--- config.mk ---
export PLATFORM = sky130hd
export DESIGN_NAME = jfc_fuse_check
export DESIGN_NICKNAME = d
export VERILOG_FILES = /design/src/jfc_pkg.sv /design/src/jfc_fuse_check.sv /design/src/jfc_sync.sv
export SDC_FILE = /design/constraint.sdc
export NUM_CORES = 1
export LEC_CHECK = 0
export BUFFER_PORTS_ARGS = -buffer_cell sky130_fd_sc_hd__buf_2
export CAP_MARGIN = 10
export CORE_AREA = 10 10 47 49
export DETAILED_ROUTE_END_ITERATION = 7
export DIE_AREA = 0 0 57 59
export PLACE_DENSITY = 0.57
export SYNTH_ARGS = -nofsm -noshare
export SYNTH_HDL_FRONTEND = slang
export SYNTH_SLANG_ARGS = --single-unit
--- constraint.sdc ---
create_clock -name clock -period 1.4 [get_ports clock]
set_input_delay 0.07 -clock clock [delete_from_list [all_inputs] [get_ports clock]]
set_output_delay 0.07 -clock clock [all_outputs]
set_load 0.005 [all_outputs]
--- src/jfc_pkg.sv ---
package jfc_pkg;
   // ==========================================
   // fuse check mode encodings and counts
   // ==========================================
   typedef enum logic [1:0] {JFC_ARMED, JFC_ACTIVE, JFC_DONE} jfc_state_t;
   // rising edges of the mode-select line that end the mode
   localparam logic [1:0] JFC_RISE_LIMIT = 2'h2;
   // reset values
   localparam logic JFC_TMS_IDLE = 1'h1;
   localparam logic [1:0] JFC_RISE_RESET = 2'h0;
endpackage : jfc_pkg

--- src/jfc_fuse_check.sv ---
`timescale 1ns/10ps
// Operation
// - fuse continuity check runs on first JTAG access after each power-on reset
// - mode enters on first falling mode-select edge, or if low at power-up, only when a fuse is present and the test terminal is high
// - mode leaves on the second rising mode-select edge since power-up
// - once left, mode stays off, edges ignored, until next power-on reset
// - probe current path on only while mode active and mode-select low
// - test terminal driven low ends the mode and its sense current
// - protection holds only with fuse blown and full-width boot access key
module jfc_fuse_check
(
   // clock and reset
   input wire logic clock,
   input wire logic rst_b,
   // test pins
   input wire logic tmsPin,
   input wire logic testPin,
   // fuse status and loader key check
   input wire logic fusePresent,
   input wire logic fuseBlown,
   input wire logic fullKeyUsed,
   // outputs
   output logic fuse_probe_current,
   output logic checkActive,
   output logic protectionOk
);
   // ==========================================
   // reset release and pin synchronisers
   // ==========================================
   logic rstMetaReg;
   logic rstSyncB;
   logic tmsSync;
   logic testSync;
   logic tmsPrevReg;
   logic firstReg;
   logic fallEdge;
   logic riseEdge;
   logic [1:0] riseCountReg;
   logic [1:0] riseCountNext;
   jfc_pkg::jfc_state_t stateReg;
   jfc_pkg::jfc_state_t stateNext;

   // reset released through two flops
   always_ff @(posedge clock or negedge rst_b)
   begin
      if (!rst_b)
      begin
         rstMetaReg <= 1'h0;
         rstSyncB <= 1'h0;
      end
      else
      begin
         rstMetaReg <= 1'h1;
         rstSyncB <= rstMetaReg;
      end
   end

   jfc_sync tmsSyncInst
   (
      .clock(clock),
      .rstSyncB(rstSyncB),
      .pinIn(tmsPin),
      .pinOut(tmsSync)
   );

   jfc_sync testSyncInst
   (
      .clock(clock),
      .rstSyncB(rstSyncB),
      .pinIn(testPin),
      .pinOut(testSync)
   );

   // ==========================================
   // edge detection
   // ==========================================
   // previous sample and first-sample marker
   always_ff @(posedge clock or negedge rstSyncB)
   begin
      if (!rstSyncB)
      begin
         tmsPrevReg <= jfc_pkg::JFC_TMS_IDLE;
         firstReg <= 1'h1;
      end
      else
      begin
         tmsPrevReg <= tmsSync;
         firstReg <= 1'h0;
      end
   end

   // low at the first sample counts as the entry edge
   assign fallEdge = (tmsPrevReg && !tmsSync) || (firstReg && !tmsSync);
   assign riseEdge = !tmsPrevReg && tmsSync && !firstReg;

   // rising edge counter, saturating at the limit
   always_comb
   begin
      riseCountNext = riseCountReg;
      if (riseEdge && riseCountReg != jfc_pkg::JFC_RISE_LIMIT)
      begin
         riseCountNext = riseCountReg + 2'h1;
      end
   end

   always_ff @(posedge clock or negedge rstSyncB)
   begin
      if (!rstSyncB)
      begin
         riseCountReg <= jfc_pkg::JFC_RISE_RESET;
      end
      else
      begin
         riseCountReg <= riseCountNext;
      end
   end

   // ==========================================
   // mode state machine
   // ==========================================
   always_comb
   begin
      stateNext = stateReg;
      case (stateReg)
         jfc_pkg::JFC_ARMED:
         begin
            if (riseCountNext == jfc_pkg::JFC_RISE_LIMIT)
            begin
               stateNext = jfc_pkg::JFC_DONE;
            end
            else if (fallEdge && fusePresent && testSync)
            begin
               stateNext = jfc_pkg::JFC_ACTIVE;
            end
         end
         jfc_pkg::JFC_ACTIVE:
         begin
            if (riseCountNext == jfc_pkg::JFC_RISE_LIMIT || !testSync)
            begin
               stateNext = jfc_pkg::JFC_DONE;
            end
         end
         default:
         begin
            stateNext = jfc_pkg::JFC_DONE;
         end
      endcase
   end

   always_ff @(posedge clock or negedge rstSyncB)
   begin
      if (!rstSyncB)
      begin
         stateReg <= jfc_pkg::JFC_ARMED;
      end
      else
      begin
         stateReg <= stateNext;
      end
   end

   // ==========================================
   // registered outputs
   // ==========================================
   always_ff @(posedge clock or negedge rstSyncB)
   begin
      if (!rstSyncB)
      begin
         fuse_probe_current <= 1'h0;
         checkActive <= 1'h0;
      end
      else
      begin
         fuse_probe_current <= (stateNext == jfc_pkg::JFC_ACTIVE) && !tmsSync;
         checkActive <= stateNext == jfc_pkg::JFC_ACTIVE;
      end
   end

   always_ff @(posedge clock or negedge rstSyncB)
   begin
      if (!rstSyncB)
      begin
         protectionOk <= 1'h0;
      end
      else
      begin
         protectionOk <= fuseBlown && fullKeyUsed;
      end
   end

   // ==========================================
   // assertions
   // ==========================================
   probe_needs_mode_a: assert property (@(posedge clock) disable iff (!rstSyncB)
      fuse_probe_current |-> checkActive && !$past(tmsSync))
      else $error("probe current without active mode and low select");

   done_stays_a: assert property (@(posedge clock) disable iff (!rstSyncB)
      stateReg == jfc_pkg::JFC_DONE |=> stateReg == jfc_pkg::JFC_DONE)
      else $error("mode left the finished state");

   second_rise_a: assert property (@(posedge clock) disable iff (!rstSyncB)
      riseCountReg == jfc_pkg::JFC_RISE_LIMIT |-> !checkActive)
      else $error("mode active after second rising edge");

   entry_edge_a: assert property (@(posedge clock) disable iff (!rstSyncB)
      stateReg == jfc_pkg::JFC_ARMED && fallEdge && fusePresent && testSync
      && riseCountNext != jfc_pkg::JFC_RISE_LIMIT |=> checkActive)
      else $error("falling edge did not enter the mode");

   test_low_ends_a: assert property (@(posedge clock) disable iff (!rstSyncB)
      !testSync |=> !checkActive && !fuse_probe_current)
      else $error("test terminal low did not end the mode");

   no_fuse_a: assert property (@(posedge clock) disable iff (!rstSyncB)
      !fusePresent && stateReg == jfc_pkg::JFC_ARMED |=> !checkActive)
      else $error("mode entered without a fuse");

   prot_a: assert property (@(posedge clock) disable iff (!rstSyncB)
      protectionOk |-> $past(fuseBlown) && $past(fullKeyUsed))
      else $error("protection flagged without blown fuse and key");

   edge_count_a: assert property (@(posedge clock) disable iff (!rstSyncB)
      riseEdge && riseCountReg == 2'h0 |=> riseCountReg == 2'h1)
      else $error("rising edge not counted");

   enter_c: cover property (@(posedge clock) disable iff (!rstSyncB)
      $rose(checkActive));
   probe_c: cover property (@(posedge clock) disable iff (!rstSyncB)
      $rose(fuse_probe_current));
   leave_c: cover property (@(posedge clock) disable iff (!rstSyncB)
      $fell(checkActive) && riseCountReg == jfc_pkg::JFC_RISE_LIMIT);
endmodule : jfc_fuse_check

--- src/jfc_sync.sv ---
`timescale 1ns/10ps
// ==========================================
// two-stage synchroniser for a pin level
// ==========================================
module jfc_sync
(
   // clock and reset
   input wire logic clock,
   input wire logic rstSyncB,
   // level in and out
   input wire logic pinIn,
   output logic pinOut
);
   logic stage1Reg;

   // first stage is read only by the second
   always_ff @(posedge clock or negedge rstSyncB)
   begin
      if (!rstSyncB)
      begin
         stage1Reg <= jfc_pkg::JFC_TMS_IDLE;
         pinOut <= jfc_pkg::JFC_TMS_IDLE;
      end
      else
      begin
         stage1Reg <= pinIn;
         pinOut <= stage1Reg;
      end
   end
endmodule : jfc_sync

==> out/results.txt <==
Status - finished with violations
Failing checks - setup timing
Setup TNS - -1200 ps
RSZ-0062 raised after global routing - true
Die area - 0.00336 mm^2
Post-synthesis register bit count - 15
First-pass GRT wire length - 1580 um
Crit path DAT - 1830 ps
Hold violation total from the final report - 0
Cells taking the most area after synthesis - dfrtp_1 42%, dfstp_2 29%, mux2i_4 4.2%, nand2b_1 3.5%, ha_1 2.3%
Boundary Pins - 10
PwrDens - 1400 mW/mm^2
Wire per inst - 12.3 um
Worst EP required - 1560 ps
Worst reg2reg path startpoint - riseCountReg[0]$_DFF_PN0_
Worst hold slack - 19.7 ps
VDD IR-drop max - 0.644 mV
Area grow syn2layout - 33.9%
Ys Warns - 0
Reg2reg path depth - 5
Vias - 336
Final wirelength - 925 um
Post-route minimum period - 1670 ps
Post-synth net total - 46
Total clock sinks - 15
Synthesized instance count - 38
Vias/cell - 4.48
Layout Skew - 7.76 ps
Footprint of the multi-input gates - 150 um^2
Vias in the first global route - 412
Critical path class - reg -> reg
Root Driver - clkbuf_4
Core area - 0.00140 mm^2
Initial antenna violation count - 0
Met1 Resource Use GR - 5.05%
Layout Nets - 68
Layout cells sized above 1 - 45.8%
R2R Path End - stateReg[1]$_DFF_PN0_
CTS tree - yes
Clk_lat worst skew - 270 ps
Share of the synthesized area in the top cell type - 42.1%
Mapped Area - 536 um^2
Yosys top cell by area - dfrtp_1
Drt first pass iters - 1
Clk slew on worst S/H paths - 80 ps
Total track usage - 6.22%
Count of cell types in the netlist - 19
CP Max Fanout - 4
Register area share after synthesis - 71.5%
CP Capture Type - flop
Initial drt markers - 0
Seq. cell area - 383 um^2
Grt peak-use layer - met2
Startpoint Class - flop
CP endpoint - stateReg[1]$_DFF_PN0_
Port buffer count - 9
Level count of the clock H-tree - 1
Highest-count cells in the layout ignoring fill and taps - 9 x dfrtp_1, 9 x buf_2, 6 x dfstp_2
Setup Viol. Count Final - 6
Final GP Congestion - 0.603
Pre-CTS WS - -340 ps
Max Cap Violations - 0
Die W - 57 um
ANT nets after route - 0
Maximum clock insertion buffer count - 2
Worst hold path type - in -> reg
Starting Density - 38.2%
N_diodes - 0
CTS Buf Count - 3
Syn_area_per_cell - 14.1 um^2
Filler cell count - 134
Reg-to-reg slack, setup - -270 ps
Final core utilization - 51.2%
Critical Path Source - riseCountReg[0]$_DFF_PN0_
GR Util met2 - 11.6%
Largest net degree at the start of global routing - 14
Max Slew Vio Count - 0
Final worst path period share - 119%
DRC Markers - 0
# rows - 14
F_max - 0.599 GHz
Setup slack after layout - -271 ps
LEAKAGE - 0.337 nW
GRT overflow - 0
Die Ht - 59 um
Met3 GRT Util - 2.36%
-- kinds of logic after synthesis --
kind of cell | synth area share (%)
compound gates | 4.91
xor+xnor | 1.64
fa+ha+maj | 2.34
buf+inv | 3.04
flops | 71.5
mux | 4.21
other cells | 1.40
simple gates | 11.0
-- routing by layer --
metal,routed length (um),up-vias
met4,0,0
met5,0,-
met3,50,0
li1,-,162
met2,508,8
met1,365,166
-- cell usage after synthesis, drive strengths merged --
cell    n
a211o   1
a21oi   1
and2    1
buf     1
conb    2
dfrtp   9
dfstp   6
ha      1
inv     3
mux2i   1
nand2   1
nand2b  3
nor2    1
nor3    2
nor4    1
o21a    1
o21ai   1
or4b    1
xnor2   1
-- sequential cells by signal, summed over array words and instances (netlist names) --
signal and flops:
riseCountReg 2, rstMetaReg 1, fuse_probe_current 1, testSyncInst.pinOut 1, tmsSyncInst.pinOut 1, rstSyncB 1
testSyncInst.stage1Reg 1, tmsSyncInst.stage1Reg 1, stateReg 2, protectionOk 1, tmsPrevReg 1, checkActive 1
firstReg 1
-- critical path, cell delays in order, from the launching register on --
cell and delay, ps:
dfrtp_1 370, inv_1 60, ha_2 170, or4b_4 520, mux2i_4 220, a211o_1 230
-- how the worst min path moves through the flow --
stage,to,start,cells after the start
after floorplan,rstMetaReg$_DFF_PN0_,rst_b,0
after global placement,rstMetaReg$_DFF_PN0_,rst_b,1
after detailed placement,rstSyncB$_DFF_PN0_,rst_b,1
after CTS,protectionOk$_DFF_PN0_,fuseBlown,2
after global routing,protectionOk$_DFF_PN0_,fuseBlown,2
final,protectionOk$_DFF_PN0_,fuseBlown,2
-- cell type report --
| type | count | share of cell area [%] |
|---|---|---|
| inverter | 3 | 1.57 |
| sequential | 15 | 53.4 |
| timing repair buffer | 18 | 17.6 |
| clock buffer | 4 | 3.66 |
| multi-input combinational | 19 | 20.9 |
| tap | 16 | 2.79 |
-- per-stage QoR --
step | total power [mW] | cell area [um^2] | std cells
finish | 1.01 | 717 | 75
global route | 1.07 | 717 | 75
CTS | 1.03 | 717 | 75
detailed placement | 0.752 | 628 | 66
global placement | 0.728 | 628 | 66
floorplan | 0.664 | 544 | 38
-- timing repair --
item | in CTS | in global routing
endpoints found under the hold margin | 5 | 0
hold buffers | 4 | 0
setup endpoints to repair | 6 | 6
buffers inserted | 1 | 0
pin swaps | 0 | 0
gates resized for setup | 3 | 0
-- report_power, final --
group | switching, mW | total, mW | internal (mW)
logic | 0.113 | 0.264 | 0.151
registers | 0.0321 | 0.514 | 0.482
clock network | 0.117 | 0.228 | 0.110
No activity file was read; power rests on OpenSTA's default activity.
